<file path="src/bal_pkg.sv">
// Package: opcodes, flag positions and timing for the byte ALU
package bal_pkg;
    localparam int OP_W = 5;
    localparam logic [4:0] OP_ADD_REG = 5'h00;
    localparam logic [4:0] OP_ADD_CARRY_REG = 5'h01;
    localparam logic [4:0] OP_WORD_ADD_IMM = 5'h02;
    localparam logic [4:0] OP_SUB_REG = 5'h03;
    localparam logic [4:0] OP_SUB_IMM = 5'h04;
    localparam logic [4:0] OP_SUB_CARRY_REG = 5'h05;
    localparam logic [4:0] OP_SUB_CARRY_IMM = 5'h06;
    localparam logic [4:0] OP_WORD_SUB_IMM = 5'h07;
    localparam logic [4:0] OP_AND_REG = 5'h08;
    localparam logic [4:0] OP_AND_IMM = 5'h09;
    localparam logic [4:0] OP_OR_REG = 5'h0A;
    localparam logic [4:0] OP_OR_IMM = 5'h0B;
    localparam logic [4:0] OP_XOR_REG = 5'h0C;
    localparam logic [4:0] OP_SET_BITS = 5'h0D;
    localparam logic [4:0] OP_CLEAR_BITS = 5'h0E;
    localparam logic [4:0] OP_TEST_VALUE = 5'h0F;
    localparam logic [4:0] OP_ZERO_REG = 5'h10;
    localparam logic [4:0] OP_INCREMENT = 5'h11;
    localparam logic [4:0] OP_DECREMENT = 5'h12;
    // Flag bit positions in the status byte
    localparam int FLAG_C = 0;
    localparam int FLAG_Z = 1;
    localparam int FLAG_N = 2;
    localparam int FLAG_V = 3;
    localparam int FLAG_S = 4;
    localparam int FLAG_H = 5;
    localparam logic [7:0] FLAGS_RESET = 8'h00;
    localparam logic [7:0] ALL_ONES = 8'hFF;
    localparam logic [7:0] MASK_ARITH = 8'h2F;
    localparam logic [7:0] MASK_WORD = 8'h1F;
    localparam logic [7:0] MASK_LOGIC = 8'h0E;
    localparam int BYTE_CYCLES = 1;
    localparam int WORD_CYCLES = 2;
endpackage : bal_pkg

</file>
<file path="src/bal_word_if.sv">
// Interface carrying a word operation from the ALU to its word stage
interface bal_word_if;
    logic start;
    logic sub;
    logic [15:0] value;
    logic [7:0] imm;
    logic done;
    logic [15:0] result;
    logic [7:0] flags;
    modport alu (output start, output sub, output value, output imm,
                 input done, input result, input flags);
    modport stage (input start, input sub, input value, input imm,
                   output done, output result, output flags);
endinterface : bal_word_if

</file>
<file path="src/bal_word_stage.sv">
// Two-cycle 16-bit add or subtract of an immediate on a register pair
module bal_word_stage (
    input wire logic clk,
    input wire logic rst_n,
    bal_word_if.stage wif
);
    typedef struct packed {
        logic busy;
        logic sub;
        logic [16:0] low;
        logic [15:0] value;
        logic done;
        logic [15:0] result;
        logic [7:0] flags;
    } bal_ws_t;

    bal_ws_t st_ff;
    bal_ws_t nxt_st;

    // Low byte in the first cycle, high byte and flags in the second,
    // which keeps the carry chain to eight bits per cycle.
    always_comb begin
        logic [8:0] hi;
        logic [15:0] r;
        hi = 9'h000;
        r = 16'h0000;
        nxt_st = st_ff;
        nxt_st.done = 1'b0;
        if (wif.start && !st_ff.busy) begin
            nxt_st.busy = 1'b1;
            nxt_st.sub = wif.sub;
            nxt_st.value = wif.value;
            if (wif.sub) begin
                nxt_st.low = {9'h000, wif.value[7:0]} - {9'h000, wif.imm};
            end else begin
                nxt_st.low = {9'h000, wif.value[7:0]} + {9'h000, wif.imm};
            end
        end else if (st_ff.busy) begin
            if (st_ff.sub) begin
                hi = {1'b0, st_ff.value[15:8]} - {8'h00, st_ff.low[8]};
            end else begin
                hi = {1'b0, st_ff.value[15:8]} + {8'h00, st_ff.low[8]};
            end
            r = {hi[7:0], st_ff.low[7:0]};
            nxt_st.busy = 1'b0;
            nxt_st.done = 1'b1;
            nxt_st.result = r;
            nxt_st.flags = 8'h00;
            nxt_st.flags[bal_pkg::FLAG_Z] = (r == 16'h0000);
            nxt_st.flags[bal_pkg::FLAG_N] = r[15];
            if (st_ff.sub) begin
                nxt_st.flags[bal_pkg::FLAG_V] = st_ff.value[15] & ~r[15];
                nxt_st.flags[bal_pkg::FLAG_C] = r[15] & ~st_ff.value[15];
            end else begin
                nxt_st.flags[bal_pkg::FLAG_V] = ~st_ff.value[15] & r[15];
                nxt_st.flags[bal_pkg::FLAG_C] = ~r[15] & st_ff.value[15];
            end
            nxt_st.flags[bal_pkg::FLAG_S] = r[15] ^ nxt_st.flags[bal_pkg::FLAG_V];
        end
    end

    always_ff @(posedge clk or negedge rst_n) begin
        if (!rst_n) begin
            st_ff <= '0;
        end else begin
            st_ff <= nxt_st;
        end
    end

    assign wif.done = st_ff.done;
    assign wif.result = st_ff.result;
    assign wif.flags = st_ff.flags;
endmodule : bal_word_stage

</file>
<file path="src/bal_alu.sv">
// Byte arithmetic and logic datapath with status flag update

// Behaviour
// - Add two bytes, optionally plus carry; update Z C N V H in one cycle.
// - Word add of immediate to pair; update Z C N V S in three cycles.
// - Subtract register or immediate; update Z C N V H in one cycle.
// - Subtract operand and carry; update Z C N V H in one cycle.
// - Word subtract immediate from pair; update Z C N V S in three cycles.
// - AND with register or constant; update only Z N V, one cycle.
// - OR with register or constant; update only Z N V, one cycle.
// - Set bits ORs constant mask in; update Z N V, one cycle.
// - Clear bits ANDs with 0xFF minus mask; update Z N V, one cycle.
// - Test ANDs value with itself, writes back unchanged; Z N V, one cycle.
module bal_alu (
    input wire logic clk,
    input wire logic rst_n,
    input wire logic op_valid,
    input wire logic [4:0] op_code,
    input wire logic [7:0] dest_operand,
    input wire logic [7:0] source_operand,
    input wire logic [7:0] pair_high,
    input wire logic [7:0] imm_value,
    input wire logic [7:0] flags_in,
    output logic busy,
    output logic res_valid,
    output logic res_word,
    output logic [7:0] res_low,
    output logic [7:0] res_high,
    output logic [7:0] flags_out,
    output logic [7:0] flags_mask
);
    typedef enum logic [1:0] {
        BAL_IDLE = 2'b01,
        BAL_WORD = 2'b10
    } bal_state_t;

    typedef struct packed {
        bal_state_t state;
        logic busy;
        logic res_valid;
        logic res_word;
        logic [7:0] res_low;
        logic [7:0] res_high;
        logic [7:0] flags_out;
        logic [7:0] flags_mask;
    } bal_alu_t;

    bal_alu_t st_ff;
    bal_alu_t nxt_st;
    bal_word_if wif ();

    bal_word_stage u_word (
        .clk(clk),
        .rst_n(rst_n),
        .wif(wif.stage)
    );

    // Byte add or subtract with carry in; returns {h, v, c, result}
    function automatic logic [10:0] bal_addsub(input logic [7:0] a, input logic [7:0] b,
                                               input logic cin, input logic sub);
        logic [8:0] s;
        logic [4:0] nib;
        logic h;
        logic v;
        logic c;
        if (sub) begin
            s = {1'b0, a} - {1'b0, b} - {8'h00, cin};
            nib = {1'b0, a[3:0]} - {1'b0, b[3:0]} - {4'h0, cin};
            v = (a[7] & ~b[7] & ~s[7]) | (~a[7] & b[7] & s[7]);
        end else begin
            s = {1'b0, a} + {1'b0, b} + {8'h00, cin};
            nib = {1'b0, a[3:0]} + {1'b0, b[3:0]} + {4'h0, cin};
            v = (a[7] & b[7] & ~s[7]) | (~a[7] & ~b[7] & s[7]);
        end
        h = nib[4];
        c = s[8];
        return {h, v, c, s[7:0]};
    endfunction

    // Logic-class flags: Z and N from result, V cleared
    function automatic logic [7:0] bal_logic_flags(input logic [7:0] r);
        logic [7:0] f;
        f = 8'h00;
        f[bal_pkg::FLAG_Z] = (r == 8'h00);
        f[bal_pkg::FLAG_N] = r[7];
        return f;
    endfunction

    always_comb begin
        logic [10:0] ar;
        logic [7:0] lr;
        logic carry;
        logic arith;
        logic is_sub;
        logic use_carry;
        logic [7:0] operand;
        ar = 11'h000;
        lr = 8'h00;
        arith = 1'b0;
        is_sub = 1'b0;
        use_carry = 1'b0;
        operand = source_operand;
        carry = flags_in[bal_pkg::FLAG_C];
        nxt_st = st_ff;
        nxt_st.res_valid = 1'b0;
        wif.start = 1'b0;
        wif.sub = 1'b0;
        wif.value = {pair_high, dest_operand};
        wif.imm = imm_value;
        case (st_ff.state)
            BAL_IDLE: begin
                if (op_valid) begin
                    nxt_st.res_valid = 1'b1;
                    nxt_st.res_word = 1'b0;
                    nxt_st.res_high = 8'h00;
                    nxt_st.flags_mask = bal_pkg::MASK_LOGIC;
                    case (op_code)
                        bal_pkg::OP_ADD_REG: begin
                            arith = 1'b1;
                        end
                        bal_pkg::OP_ADD_CARRY_REG: begin
                            arith = 1'b1;
                            use_carry = 1'b1;
                        end
                        bal_pkg::OP_SUB_REG, bal_pkg::OP_SUB_IMM: begin
                            arith = 1'b1;
                            is_sub = 1'b1;
                            if (op_code == bal_pkg::OP_SUB_IMM) begin
                                operand = imm_value;
                            end
                        end
                        bal_pkg::OP_SUB_CARRY_REG, bal_pkg::OP_SUB_CARRY_IMM: begin
                            arith = 1'b1;
                            is_sub = 1'b1;
                            use_carry = 1'b1;
                            if (op_code == bal_pkg::OP_SUB_CARRY_IMM) begin
                                operand = imm_value;
                            end
                        end
                        bal_pkg::OP_WORD_ADD_IMM, bal_pkg::OP_WORD_SUB_IMM: begin
                            // Result is held back until the word stage finishes
                            nxt_st.res_valid = 1'b0;
                            nxt_st.busy = 1'b1;
                            nxt_st.state = BAL_WORD;
                            wif.start = 1'b1;
                            wif.sub = (op_code == bal_pkg::OP_WORD_SUB_IMM);
                        end
                        bal_pkg::OP_AND_REG: lr = dest_operand & source_operand;
                        bal_pkg::OP_AND_IMM: lr = dest_operand & imm_value;
                        bal_pkg::OP_OR_REG: lr = dest_operand | source_operand;
                        bal_pkg::OP_OR_IMM: lr = dest_operand | imm_value;
                        bal_pkg::OP_SET_BITS: lr = dest_operand | imm_value;
                        bal_pkg::OP_CLEAR_BITS: begin
                            lr = dest_operand & (bal_pkg::ALL_ONES - imm_value);
                        end
                        bal_pkg::OP_TEST_VALUE: lr = dest_operand & dest_operand;
                        bal_pkg::OP_XOR_REG: lr = dest_operand ^ source_operand;
                        bal_pkg::OP_ZERO_REG: lr = dest_operand ^ dest_operand;
                        bal_pkg::OP_INCREMENT, bal_pkg::OP_DECREMENT: begin
                            ar = bal_addsub(dest_operand, 8'h01, 1'b0,
                                            op_code == bal_pkg::OP_DECREMENT);
                            lr = ar[7:0];
                        end
                        default: begin
                            // Unknown opcode: result passes through, no flag changes
                            lr = dest_operand;
                            nxt_st.flags_mask = 8'h00;
                        end
                    endcase
                    nxt_st.res_low = lr;
                    nxt_st.flags_out = bal_logic_flags(lr);
                    if (op_code == bal_pkg::OP_INCREMENT || op_code == bal_pkg::OP_DECREMENT) begin
                        nxt_st.flags_out[bal_pkg::FLAG_V] = ar[9];
                    end
                    if (arith) begin
                        ar = bal_addsub(dest_operand, operand, use_carry & carry, is_sub);
                        nxt_st.res_low = ar[7:0];
                        nxt_st.flags_out = bal_logic_flags(ar[7:0]);
                        nxt_st.flags_out[bal_pkg::FLAG_C] = ar[8];
                        nxt_st.flags_out[bal_pkg::FLAG_V] = ar[9];
                        nxt_st.flags_out[bal_pkg::FLAG_H] = ar[10];
                        nxt_st.flags_mask = bal_pkg::MASK_ARITH;
                    end
                end
            end
            BAL_WORD: begin
                if (wif.done) begin
                    nxt_st.state = BAL_IDLE;
                    nxt_st.busy = 1'b0;
                    nxt_st.res_valid = 1'b1;
                    nxt_st.res_word = 1'b1;
                    nxt_st.res_low = wif.result[7:0];
                    nxt_st.res_high = wif.result[15:8];
                    nxt_st.flags_out = wif.flags;
                    nxt_st.flags_mask = bal_pkg::MASK_WORD;
                end
            end
            default: nxt_st.state = BAL_IDLE;
        endcase
    end

    always_ff @(posedge clk or negedge rst_n) begin
        if (!rst_n) begin
            st_ff <= '{state: BAL_IDLE, flags_out: bal_pkg::FLAGS_RESET, default: '0};
        end else begin
            st_ff <= nxt_st;
        end
    end

    assign busy = st_ff.busy;
    assign res_valid = st_ff.res_valid;
    assign res_word = st_ff.res_word;
    assign res_low = st_ff.res_low;
    assign res_high = st_ff.res_high;
    assign flags_out = st_ff.flags_out;
    assign flags_mask = st_ff.flags_mask;
endmodule : bal_alu

</file>
<file path="config.mk">
export PLATFORM = sky130hd
export DESIGN_NAME = bal_alu
export DESIGN_NICKNAME = d
export VERILOG_FILES = /design/src/bal_pkg.sv /design/src/bal_word_if.sv /design/src/bal_word_stage.sv /design/src/bal_alu.sv
export SDC_FILE = /design/constraint.sdc
export NUM_CORES = 1
export LEC_CHECK = 0
export BUFFER_PORTS_ARGS = -buffer_cell sky130_fd_sc_hd__buf_2
export CORE_MARGIN = 2
export CORE_UTILIZATION = 30
export CTS_CLUSTER_SIZE = 40
export DETAILED_ROUTE_END_ITERATION = 10
export RECOVER_POWER = 50
export SETUP_SLACK_MARGIN = 0.3
export SYNTH_ARGS = -nofsm -noshare
export SYNTH_HDL_FRONTEND = slang
export SYNTH_SLANG_ARGS = --single-unit
</file>
<file path="constraint.sdc">
create_clock -name clk -period 3.7 [get_ports clk]
set_clock_uncertainty 0.15 [all_clocks]
set_input_delay 0.555 -clock clk [delete_from_list [all_inputs] [get_ports clk]]
set_output_delay 0.555 -clock clk [all_outputs]
set_load 0.05 [all_outputs]
</file>
* Word level (Yosys, flattened, before mapping)
Index checks and enable logic that the tools add are counted.
** Cells by class
- Add/sub/neg operators :: 15
- Equal/unequal tests :: 23
- Muxes and demuxes :: 52
- Bitwise logic cells :: 32
- Reductions and logical operators :: 22
** Operators with widths (number)
- 8-bit two-way mux :: 10
- 8-bit case mux with 10 select lines :: 1
- 37-bit two-way mux :: 2
- 35-bit case mux with 2 select lines :: 1
- 9-bit two-way mux :: 6
- 25-bit two-way mux :: 2
- 5-bit by 4-bit == test with 1-bit output, second input constant :: 8
- 8-bit bitwise AND :: 4
- 1-bit two-way mux :: 23
- 5-bit by 3-bit == test with 1-bit output, second input constant :: 4
- 19-bit OR reduction :: 1
- 8-bit by 8-bit adder with 9-bit output :: 2
- 8-bit by 8-bit subtractor with 9-bit output :: 2
- 16-bit logical NOT :: 1
- 8-bit logical NOT :: 2
- 8-bit OR :: 2
- 8-bit case mux with 2 select lines :: 1
- 8-bit bitwise XOR :: 2
- 5-bit == test, second input constant :: 3
- 14-bit two-way mux :: 1
- 1-bit bitwise AND :: 13
- 5-bit by 2-bit == test with 1-bit output, second input constant :: 2
- 10-bit two-way mux :: 1
- 2-bit OR reduction :: 5
- 34 further kinds :: 45
** Word-level totals
- Bits in registers :: 86
- Input bits :: 48
- Output and inout port bits :: 35
- Word-level logic and storage cells :: 159

* Logic depth before layout (Yosys ltp)
Gate-level depths: netlist (run 1).
- Word-level depth :: 15
- Mapped depth :: 16

* Hierarchy
Synthesis (run 1) repeated with hierarchy kept, for this count alone.
** Second synthesis, totals
- Cells, all modules :: 761
- Area total of the unflattened synthesis :: 6517.5 um2
** Modules (own cells, without submodules)
- bal_alu :: times used 1, cells an instance 493, area each 3946.3 um2, seq. area each 802.0 um2
- bal_word_stage :: times used 1, cells an instance 268, area each 2571.2 um2, seq. area each 1001.0 um2

* Least setup slack after synthesis (run 1)
Ideal clock, no wire load.
- Path type :: input-to-reg
- Start point :: input port op_code[3]
- End point :: register st_ff (netlist bit flags_out[0])
- Setup time :: 0.128 ns
- Data arrival time :: 3.691 ns
- Data required time :: 3.422 ns
- Setup slack :: -0.268 ns
- Stages on the path :: 14
- Cell sequence :: buf_6 -> nor2_2 -> nand2_1 -> nor2_1 -> mux2_2 -> fa_1 -> fa_1 -> a21bo_2 -> a211oi_1 -> a21o_1 -> a21oi_1 -> xor2_1 -> o2111ai_1 -> a21oi_1
** Between the ends
- Word-level cells in the longest chain between the ends :: 14
- Elaborated cells between the ends (all ways) :: 37
- Classes of those cells :: add/sub: 4; eq/ne: 5; mux: 21; bitwise: 1; reduce/logical: 6
** RTL lines
- start, declared :: RTL line bal_alu.sv:18 : input wire logic [4:0] op_code,
- 5-bit by 3-bit == test with 1-bit output, or another cell as far along :: RTL line bal_alu.sv:117, bal_alu.sv:136
- 8-bit two-way mux, or another cell as far along :: RTL line bal_alu.sv:136 : if (op_code == bal_pkg::OP_SUB_CARRY_IMM) begin
- 8-bit case mux with 2 select lines / 1-bit two-way mux (equally long branches) :: RTL line bal_alu.sv:117 : case (op_code)
- 8-bit two-way mux / 1-bit two-way mux (equally long branches) :: RTL line bal_alu.sv:112 : if (op_valid) begin
- 8-bit two-way mux / 1-bit two-way mux (equally long branches) :: RTL line bal_alu.sv:110 : case (st_ff.state)
- 8-bit by 8-bit adder with 9-bit output, or another cell as far along :: RTL line bal_alu.sv:71 : s = {1'b0, a} + {1'b0, b} + {8'h00, cin};
- 9-bit by 1-bit adder with 9-bit output / 9-bit by 1-bit subtractor with 9-bit output (equally long branches) :: RTL line bal_alu.sv:71, bal_alu.sv:67
- 9-bit two-way mux :: RTL line bal_alu.sv:66 : if (sub) begin
- 9-bit two-way mux :: RTL line bal_alu.sv:175 : if (arith) begin
- 9-bit two-way mux :: RTL line bal_alu.sv:112
- 9-bit two-way mux :: RTL line bal_alu.sv:110
- 14-bit two-way mux (*) :: RTL line bal_alu.sv:175
- 37-bit two-way mux (*) :: RTL line bal_alu.sv:112
- 35-bit case mux with 2 select lines (*) :: RTL line bal_alu.sv:110
- end signal, assigned :: RTL line bal_alu.sv:206 : st_ff <= nxt_st;
- end, declared :: RTL line bal_alu.sv:48 : bal_alu_t st_ff;
Every way passes the cells marked *; elsewhere a longest branch is shown, timed or not. The select of a mux whose other input is x is not followed.
A chain may end at the register's enable or synchronous reset.

* Worst setup path in the final report (run 1)
- Start point :: input port op_code[4]
- End point :: register st_ff (netlist bit res_low[4])
** Between the ends
- Word-level cells in the longest chain between the ends :: 14
- Elaborated cells between the ends (all ways) :: 57
- Classes of those cells :: add/sub: 4; eq/ne: 18; mux: 25; bitwise: 1; reduce/logical: 9
** RTL lines (RTL line)
- 5-bit by 3-bit == test with 1-bit output, or another cell as far along :: bal_alu.sv:117, bal_alu.sv:136
- 8-bit two-way mux, or another cell as far along :: bal_alu.sv:136
- 8-bit case mux with 2 select lines / 1-bit two-way mux (equally long branches) :: bal_alu.sv:117
- 8-bit two-way mux / 1-bit two-way mux (equally long branches) :: bal_alu.sv:112
- 8-bit two-way mux / 1-bit two-way mux (equally long branches) :: bal_alu.sv:110
- 8-bit by 8-bit adder with 9-bit output, or another cell as far along :: bal_alu.sv:71
- 9-bit by 1-bit adder with 9-bit output / 9-bit by 1-bit subtractor with 9-bit output (equally long branches) :: bal_alu.sv:71, bal_alu.sv:67
- 9-bit two-way mux :: bal_alu.sv:66
- 9-bit two-way mux :: bal_alu.sv:175
- 9-bit two-way mux :: bal_alu.sv:112
- 9-bit two-way mux :: bal_alu.sv:110
- 8-bit two-way mux (*) :: bal_alu.sv:175
- 37-bit two-way mux (*) :: bal_alu.sv:112
- 35-bit case mux with 2 select lines (*) :: bal_alu.sv:110
Marked as above.

==> flow_metrics.env, run 1 <==
export IMPL_via_count_of_the_first_global_routing_pass=4991
export IMPL_cts_made_buffers=9
export IMPL_detail_route_vias_per_cell=5.21
export IMPL_finalNetCount=872
export IMPL_worst_ep_arrival_time_ns=3.40
export IMPL_slowest_delay_ns=0.33
export IMPL_path_buf_inv=3
export IMPL_wire_length_of_the_first_global_routing_pass_um=27300
export IMPL_startpoint="op_code[4]"
export IMPL_power_leakage_nw=3.41
export IMPL_timing_final_crit_share_pct=90.1
export IMPL_timing_critical_path_to="res_low[4]"
export IMPL_initial_utilization_pct=30.5
export IMPL_detailroute_via_count=5459
export IMPL_setup_worst_path_end_class="register"
export IMPL_share_of_synthesized_registers_carrying_an_async_set_or_reset_pct=100
export IMPL_core_area_um2=20200
export IMPL_timing_critical_path_depth=16
export IMPL_unrepaired_setup_endpoints_after_global_routing="true"
export IMPL_regToRegEndpoint="u_word.st_ff[47]"
export IMPL_ys_seq_area_share_pct=28.5
export IMPL_critical_path_peak_fanout=4
export IMPL_hpwl_after_dpl_um=13700
export IMPL_crit_type="input pin to register"
export IMPL_clk_path_buf_depth=2
export IMPL_post_route_util_pct=36.2
export IMPL_fraction_of_final_layout_cells_sized_beyond_drive_strength_1_pct=25.2
export IMPL_crit_family="compound AO/OA/AOI/OAI gates"
export IMPL_period_minus_slack_ns=3.33
export IMPL_power_density_nw_per_um2=517
export IMPL_antenna_found_initial=0
export IMPL_fin_tns_setup_ns=0
export IMPL_detail_route_first_pass_iterations=5
export IMPL_synth_warning_count=0
export IMPL_top_flip_flop_cell_by_instance_count_after_synthesis="dfrtp_1"
export IMPL_grt_total_usage_pct=15.8
export IMPL_grt_start_max_net_pins=71
export IMPL_tritoncts_num_sinks=70
export IMPL_wl_um=17300
export IMPL_cts_tree="done"
export IMPL_regToRegSetupSlack_ns=0.50
export IMPL_critical_path_slowest_cell="mux2_4"
export IMPL_postRouteAntennaNets=0
export IMPL_fin_worst_hold_slack_ns=0.267
export IMPL_finalHoldViolations=0
export IMPL_synth_cell_type_count=78
export IMPL_globalplace_congestion=0.926
export IMPL_floorplan_die_area_um2=21700
export IMPL_clk_root_buffer_cell="clkbuf_16"
export IMPL_worstSetupStartpointType="input pin"
export IMPL_gr_ovfl_total=0
export IMPL_h_tree_depth=3
export IMPL_syn_area_um2=6150
export IMPL_min_delay_path_class="input pin to register"
export IMPL_portBuffers=71
export IMPL_setup_violations_final=0
export IMPL_report_final_slew_viol_count=71
export IMPL_clk_latency_ns=0.33
export IMPL_die_height_um=147
export IMPL_flip_flop_and_latch_count_after_synthesis=70
export IMPL_worst_r2r_cell_count=13
export IMPL_wire_per_inst_um=16.5
export IMPL_chipWidth_um=147
export IMPL_worstMarginPinSlew_ns=1.72
export IMPL_drt_drc_violations_left=0
export IMPL_max_slew_margin_rel_pct=-14.4
export IMPL_result_of_the_run="finished with violations"
export IMPL_cp_cell_sequence="buf_2 -> nor2_4 -> nand2_2 -> nor2_4 -> buf_4 -> mux2_4 -> ha_4 -> inv_1 -> ha_4 -> a21bo_2 -> nor2b_2 -> xor2_1 -> mux2i_2 -> a22oi_1 -> o21ai_1 -> a22o_1"
export IMPL_rr_startpoint="st_ff[35]"
export IMPL_ir_worst_vdd_mv=0.227
export IMPL_cts_reportedPaths_clkPinSlew_ns=0.06
export IMPL_num_io_pins=83
export IMPL_syn_avg_cell_area_um2=8.66
export IMPL_postSynthCellCount=710
export IMPL_area_growth_pct=18.6
export IMPL_antenna_diode_count=0
export IMPL_synth_enable_flop_cells=0
export IMPL_violations="max-capacitance violations, max-slew violations"
export IMPL_cts_hold_buf=0
export IMPL_cap_violations=1
export IMPL_cp_required_ns=3.77
export IMPL_row_count=52
export IMPL_count_of_routing_violations_after_the_opening_detailed_route_iteration=495
export IMPL_achievable_frequency_ghz=0.300
cell families after synthesis:
group / Yosys count / share of synthesized area, %
and+or+nand+nor: 210 / 17.2
AOI/OAI and AO/OA: 189 / 21.3
buffers and inverters: 115 / 9.76
DFF: 70 / 28.5
adders and majority gates: 51 / 11.1
muxes: 39 / 6.98
xor gates and xnor gates: 35 / 5.11
other: 1 / 0.0610
area by class of cell:
class	instances	area, µm²
Timing Repair Buffer	114	671
Multi-Input combinational cell	528	4040
Clock inverter	6	61.3
Clock buffer	10	239
Fill cell	2148	12900
Sequential cell	70	1750
Inverter	50	188
Tap cell	270	338
timing repair:
action                     4_1_cts  5_1_grt
pin swaps                        0       14
setup buffers                    0        1
gates resized for setup          2       31
setup endpoints to repair        2       13
metrics by stage:
step	total power, mW	cells	instance area [µm²]	setup WS, ns
6_report	3.77	1048	7290	0.368
2_1_floorplan	2.45	713	6250	0.231
5_1_grt	4.04	1048	7290	0.269
3_3_place_gp	2.85	1031	6840	0.0100
4_1_cts	3.74	1047	7150	0.334
3_5_place_dp	2.87	1031	6840	-0.0288
sequential cells by signal (all words and copies together) (netlist names):
name / count
u_word.wif.flags: 5
busy: 1
res_low: 8
u_word.st_ff: 19
flags_out: 6
res_high: 8
u_word.wif.result: 15
u_word.wif.done: 1
res_valid: 1
flags_mask: 4
st_ff: 2
tightest hold or removal path, stage by stage:
cell	delay [ns]
buf_2	0.07
nand2_1	0.04
nand2_1	0.04
synth_stat cells, types with 9 or more instances:
cell	instances	share of area (%)
a22o_1	11	1.6
clkbuf_1	15	0.92
buf_2	9	0.73
and3_1	9	0.92
buf_4	34	4.1
mux2i_1	11	1.8
ha_1	45	9.2
nand2b_1	9	0.92
inv_1	49	3.0
nand3_1	10	0.81
xnor2_1	22	3.1
dfrtp_1	69	28
mux2_2	24	4.4
nor2_1	33	2.0
o21ai_0	40	3.3
a21o_1	11	1.3
nor2b_1	15	1.5
a21oi_1	29	2.4
xor2_1	12	1.7
nor3_1	18	1.5
nand2_1	73	4.5
report_power, final:
group / internal [mW] / total [mW] / switching (mW)
sequential: 0.984 / 1.14 / 0.160
combinational: 0.706 / 1.77 / 1.06
clock: 0.537 / 0.859 / 0.321
total: 2.23 / 3.77 / 1.54
how the worst min path moves through the flow:
stage | from | slack (ns) | depth (start not counted) | end
after CTS | pair_high[4] | 0.26 | 3 | u_word.st_ff[37]
after global placement | flags_mask[5] | 0.31 | 2 | flags_mask[5]
after global routing | pair_high[2] | 0.28 | 3 | u_word.st_ff[35]
after floorplan | rst_n | 0.11 | 0 | busy
final | pair_high[4] | 0.27 | 3 | u_word.st_ff[37]
after detailed placement | res_low[0] | 0.32 | 2 | res_low[0]
metal layers:
metal / up-vias / global-route usage (%) / routed length [µm]
met5: - / 0 / 0
met4: 0 / 4.42 / 328
met3: 29 / 2.48 / 1340
met2: 229 / 23.1 / 7140
met1: 2557 / 23.8 / 8460
li1: 2644 / - / -
cell usage in the layout (no fill, tap or decap), types with 12 or more instances in the layout:
cell type	instances
ha_1	36
xnor2_1	22
nor2b_1	14
xor2_1	12
inv_1	47
nand2_1	72
o21ai_0	36
dfrtp_1	69
buf_2	67
nor3_1	16
o21ai_1	12
buf_4	40
mux2_2	20
nor2_1	30
a21oi_1	25
No activity file was read; power rests on OpenSTA's default activity.
==> run 2, diff against run 1 <==
Settings changed: CORE_UTILIZATION 30 to 35.
==> flow_metrics.env, run 2 (synthesis results as in run 1) <==
export IMPL_result_of_the_run="finished with violations"
export IMPL_violations="max-capacitance violations, max-slew violations"
export IMPL_tritoncts_num_sinks=70
export IMPL_largest_register_ffs=19
export IMPL_power_density_nw_per_um2=519
export IMPL_min_delay_path_class="input pin to register"
export IMPL_critical_path_peak_fanout=6
export IMPL_wire_length_of_the_first_global_routing_pass_um=26900
export IMPL_cts_tree="done"
export IMPL_detailroute_via_count=5326
export IMPL_unrepaired_setup_endpoints_after_global_routing="true"
export IMPL_hpwl_after_dpl_um=13200
export IMPL_fraction_of_final_layout_cells_sized_beyond_drive_strength_1_pct=25.1
export IMPL_setup_violations_final=0
export IMPL_period_minus_slack_ns=3.29
export IMPL_worstMarginPinSlew_ns=1.69
export IMPL_layout_commonest_cell="nand2_1"
export IMPL_antenna_diode_count=0
export IMPL_die_height_um=137
export IMPL_setup_worst_path_end_class="register"
export IMPL_clk_path_buf_depth=2
export IMPL_achievable_frequency_ghz=0.304
export IMPL_max_flop_register="u_word.st_ff"
export IMPL_layout_filler_cells=1726
export IMPL_count_of_routing_violations_after_the_opening_detailed_route_iteration=388
export IMPL_via_count_of_the_first_global_routing_pass=5022
export IMPL_crit_type="input pin to register"
export IMPL_initial_utilization_pct=35.7
export IMPL_clk_latency_ns=0.33
export IMPL_core_area_um2=17200
export IMPL_report_final_slew_viol_count=71
export IMPL_timing_final_crit_share_pct=88.8
export IMPL_wl_um=16800
export IMPL_top_library_cells_by_usage_in_the_layout_fill_and_taps_aside="72 x nand2_1, 69 x dfrtp_1, 64 x buf_2"
export IMPL_power_leakage_nw=3.39
export IMPL_detail_route_vias_per_cell=5.33
export IMPL_area_growth_pct=17.4
export IMPL_cts_made_buffers=9
export IMPL_grt_start_max_net_pins=71
export IMPL_max_slew_margin_rel_pct=-12.4
export IMPL_globalplace_congestion=0.930
export IMPL_cts_hold_buf=0
export IMPL_finalNetCount=868
export IMPL_fin_tns_setup_ns=0
export IMPL_postRouteAntennaNets=0
export IMPL_antenna_found_initial=0
export IMPL_worstSetupStartpointType="input pin"
export IMPL_grt_total_usage_pct=18.3
export IMPL_cp_required_ns=3.76
export IMPL_clk_root_buffer_cell="clkbuf_16"
export IMPL_cap_violations=1
export IMPL_worst_ep_arrival_time_ns=3.34
export IMPL_row_count=48
export IMPL_floorplan_die_area_um2=18700
export IMPL_chipWidth_um=137
export IMPL_detail_route_first_pass_iterations=5
export IMPL_drt_drc_violations_left=0
export IMPL_h_tree_depth=3
export IMPL_post_route_util_pct=41.9
export IMPL_wire_per_inst_um=16.8
export IMPL_gr_ovfl_total=0
export IMPL_ir_worst_vdd_mv=0.319
export IMPL_num_io_pins=83
export IMPL_portBuffers=71
export IMPL_finalHoldViolations=0
export IMPL_cts_reportedPaths_clkPinSlew_ns=0.06
run 2: changes by cell type in the layout (fill, tap and decap cells not counted), moves of 2 or more:
cell      before  now
clkbuf_1       5    8
buf_6          1    4
mux2_4         5    3
fa_2           2    4
buf_2         67   64
o21ai_1       12   10
fa_1           4    2
buf_4         40   35
mux2_2        20   22
run 2: path summary, 6_finish.rpt:
check	to	slack (ns)	start	depth (start not counted)
worst max-delay path	flags_out[0]	0.41	op_code[3]	14
worst min-delay path	u_word.st_ff[35]	0.27	pair_high[2]	3
worst max register to register	u_word.st_ff[49]	0.44	st_ff[35]	13
worst min register to register	flags_out[5]	0.32	flags_out[5]	2
max in group asynchronous	u_word.wif.result[4]	1.80	rst_n	2
min in group asynchronous	u_word.st_ff[33]	0.58	rst_n	2
run 2: cell type report:
| cell class | instances | area (µm²) | area share, % |
|---|---|---|---|
| Multi-Input combinational cell | 528 | 4050 | 56.1 |
| Sequential cell | 70 | 1750 | 24.3 |
| Timing Repair Buffer | 110 | 656 | 9.08 |
| Tap cell | 225 | 282 | 3.90 |
| Clock buffer | 12 | 246 | 3.41 |
| Inverter | 50 | 188 | 2.60 |
| Clock inverter | 4 | 47.5 | 0.658 |
run 2: layer usage:
layer  part of all wire (%)  track usage [%]  vias to the layer above
li1                       -                -                     2628
met1                     50             27.7                     2496
met2                     42             27.0                      175
met3                    6.1             2.85                       27
met4                    2.2             4.75                        0
met5                      0                0                        -
run 2: through the flow:
| step | instances | setup slack, ns | cell area, µm² | power, mW | hold WS (ns) |
|---|---|---|---|---|---|
| 5_1_grt | 999 | 0.271 | 7220 | 4.03 | 0.271 |
| 6_report | 999 | 0.415 | 7220 | 3.75 | 0.266 |
| 3_5_place_dp | 979 | 0.00358 | 6730 | 2.85 | 0.313 |
| 4_1_cts | 995 | 0.311 | 7030 | 3.71 | 0.265 |
| 3_3_place_gp | 979 | 0.0143 | 6730 | 2.84 | 0.307 |
| 2_1_floorplan | 713 | 0.231 | 6250 | 2.45 | 0.109 |
run 2: worst max-delay path: stages:
cell and delay, ns:
buf_6 0.10, nor2_4 0.10, nand2_2 0.07, nor2_4 0.21, mux2_4 0.34, fa_2 0.41
fa_2 0.41, a21bo_2 0.22, a211oi_2 0.23, a21o_1 0.17, a21oi_2 0.06, xor2_1 0.16
o2111ai_1 0.21, a21oi_1 0.10
run 2: repair_timing:
| action | in CTS | in global routing |
|---|---|---|
| setup buffers | 0 | 4 |
| setup endpoints to repair | 2 | 12 |
| pin swaps | 0 | 25 |
| gates resized for setup | 2 | 38 |
run 2: power by group:
group / leakage [nW] / internal (mW) / switching (mW)
Clock: 0.143 / 0.538 / 0.310
Combinational: 2.31 / 0.694 / 1.07
Sequential: 0.934 / 0.985 / 0.158
Total: 3.39 / 2.22 / 1.53
==> run 3, diff against run 2 <==
Settings changed: CELL_PAD_IN_SITES_DETAIL_PLACEMENT from default to 1, CELL_PAD_IN_SITES_GLOBAL_PLACEMENT from default to 1, PLACE_DENSITY_LB_ADDON from default to 0.1.
==> flow_metrics.env, run 3 (synthesis results as in run 1) <==
export IMPL_pwr_share_comb_pct=45.6
export IMPL_num_io_pins=83
export IMPL_tritoncts_num_sinks=70
export IMPL_cap_violations=1
export IMPL_report_final_slew_viol_count=35
export IMPL_initial_utilization_pct=35.7
export IMPL_setup_worst_path_end_class="register"
export IMPL_power_density_nw_per_um2=545
export IMPL_power_leakage_nw=3.48
export IMPL_gr_ovfl_total=0
export IMPL_clk_latency_ns=0.34
export IMPL_postRouteAntennaNets=0
export IMPL_finalNetCount=880
export IMPL_cts_tree="done"
export IMPL_layout_commonest_cell="nand2_1"
export IMPL_period_minus_slack_ns=3.30
export IMPL_row_count=48
export IMPL_floorplan_die_area_um2=18700
export IMPL_core_area_um2=17200
export IMPL_path_buf_inv=2
export IMPL_slowest_delay_ns=0.38
export IMPL_wl_um=20000
export IMPL_grt_start_max_net_pins=38
export IMPL_max_slew_margin_rel_pct=-17.6
export IMPL_timing_critical_path_mode_cell="nor2_4"
export IMPL_die_height_um=137
export IMPL_achievable_frequency_ghz=0.303
export IMPL_finalHoldViolations=0
export IMPL_ir_worst_vdd_mv=0.351
export IMPL_violations="max-capacitance violations, max-slew violations"
export IMPL_via_count_of_the_first_global_routing_pass=5680
export IMPL_worstSetupStartpointType="input pin"
export IMPL_worstMarginPinSlew_ns=1.76
export IMPL_clk_path_buf_depth=2
export IMPL_internal_power_mw=2.38
export IMPL_setup_ws_post_layout_ns=0.400
export IMPL_largest_register_ffs=19
export IMPL_top_library_cells_by_usage_in_the_layout_fill_and_taps_aside="72 x nand2_1, 69 x dfrtp_1, 65 x buf_2"
export IMPL_share_of_total_power_in_sequential_cells_pct=29.0
export IMPL_p_clk_share_pct=25.4
export IMPL_worst_ep_arrival_time_ns=3.37
export IMPL_area_growth_pct=20.0
export IMPL_critical_path_slowest_cell="fa_2"
export IMPL_detail_route_first_pass_iterations=4
export IMPL_netSwitchingFraction_pct=40.9
export IMPL_detail_route_vias_per_cell=5.48
export IMPL_cts_made_buffers=9
export IMPL_wire_per_inst_um=19.8
export IMPL_grt_total_usage_pct=21.8
export IMPL_timing_final_crit_share_pct=89.2
export IMPL_result_of_the_run="finished with violations"
export IMPL_critical_path_peak_fanout=5
export IMPL_clk_root_buffer_cell="clkbuf_16"
export IMPL_antenna_diode_count=0
export IMPL_h_tree_depth=3
export IMPL_pre_cts_ws_ns=-0.125
export IMPL_antenna_found_initial=0
export IMPL_unrepaired_setup_endpoints_after_global_routing="true"
export IMPL_count_of_routing_violations_after_the_opening_detailed_route_iteration=223
export IMPL_setup_violations_final=0
export IMPL_hpwl_after_dpl_um=16300
export IMPL_min_delay_path_class="input pin to register"
export IMPL_cp_cell_sequence="buf_2 -> nor2_4 -> nand2_2 -> nor2_4 -> mux2_4 -> fa_2 -> inv_2 -> ha_1 -> and2_4 -> o2111ai_4 -> a211o_1 -> nand4_1 -> o211ai_1 -> a21oi_2 -> a221o_1"
export IMPL_cp_required_ns=3.77
export IMPL_detailroute_via_count=5543
export IMPL_crit_type="input pin to register"
export IMPL_layout_filler_cells=2042
export IMPL_total_power_mw=4.02
export IMPL_globalplace_congestion=0.879
export IMPL_portBuffers=71
export IMPL_max_flop_register="u_word.st_ff"
export IMPL_p_sw_mw=1.64
export IMPL_fraction_of_final_layout_cells_sized_beyond_drive_strength_1_pct=26.5
export IMPL_crit_family="compound AO/OA/AOI/OAI gates"
export IMPL_drt_drc_violations_left=0
export IMPL_wire_length_of_the_first_global_routing_pass_um=31200
export IMPL_cts_reportedPaths_clkPinSlew_ns=0.06
export IMPL_chipWidth_um=137
## run 3: final timing paths
path / to / from / slack, ns / cells past startpoint
max reg2reg: u_word.st_ff[49] / st_ff[35] / 0.52 / 13
max in group asynchronous: u_word.wif.flags[0] / rst_n / 1.14 / 2
min reg2reg: flags_out[5] / flags_out[5] / 0.33 / 2
min in group asynchronous: res_high[0] / rst_n / 0.53 / 1
max: res_low[7] / op_code[4] / 0.40 / 15
min: u_word.st_ff[36] / pair_high[3] / 0.26 / 3
## run 3: through the flow
stage               std cells  hold slack, ns  TNS, ns  util [%]  cell area [µm²]
global placement          989           0.306   -0.340      39.5             6810
global route             1011           0.276        0      42.8             7380
detailed placement        989           0.320   -0.792      39.5             6810
CTS                      1007           0.147        0      41.8             7200
finish                   1011           0.260        0      42.8             7380
floorplan                 713           0.109        0         -             6250
## run 3: timing repair
item | 4_1_cts | 5_1_grt
setup buffers | 2 | 4
gates resized for setup | 6 | 37
pin swaps | 1 | 15
endpoints found under the setup margin | 9 | 12
hold buffers | 0 | 0
## run 3: layer usage
| layer | track usage [%] | part of all wire, % | up-vias |
|---|---|---|---|
| met2 | 36.7 | 47 | 117 |
| met5 | 0 | 0 | - |
| met1 | 30.3 | 48 | 2749 |
| met4 | 4.11 | 0.87 | 0 |
| met3 | 2.52 | 4.1 | 15 |
| li1 | - | - | 2662 |
## run 3: tightest hold or removal path, cell delays in order
cell	delay [ns]
buf_2	0.07
nand2_1	0.04
nand2_1	0.05
## run 3: area by class of cell
cell class,count,area (µm²),share of cell area (%)
Sequential cell,70,1750,23.8
Inverter,50,188,2.54
Clock inverter,7,128,1.73
Clock buffer,9,225,3.05
Multi-Input combinational cell,528,4080,55.2
Tap cell,225,282,3.82
Timing Repair Buffer,122,728,9.87
## run 3: power groups by stage
stage	logic, mW	clock network, mW	registers (mW)
5_1_grt	2.03	1.08	1.20
2_1_floorplan	1.34	0	1.11
3_5_place_dp	1.78	0	1.18
6_report	1.83	1.02	1.17
3_3_place_gp	1.71	0	1.17
4_1_cts	1.80	1.04	1.17
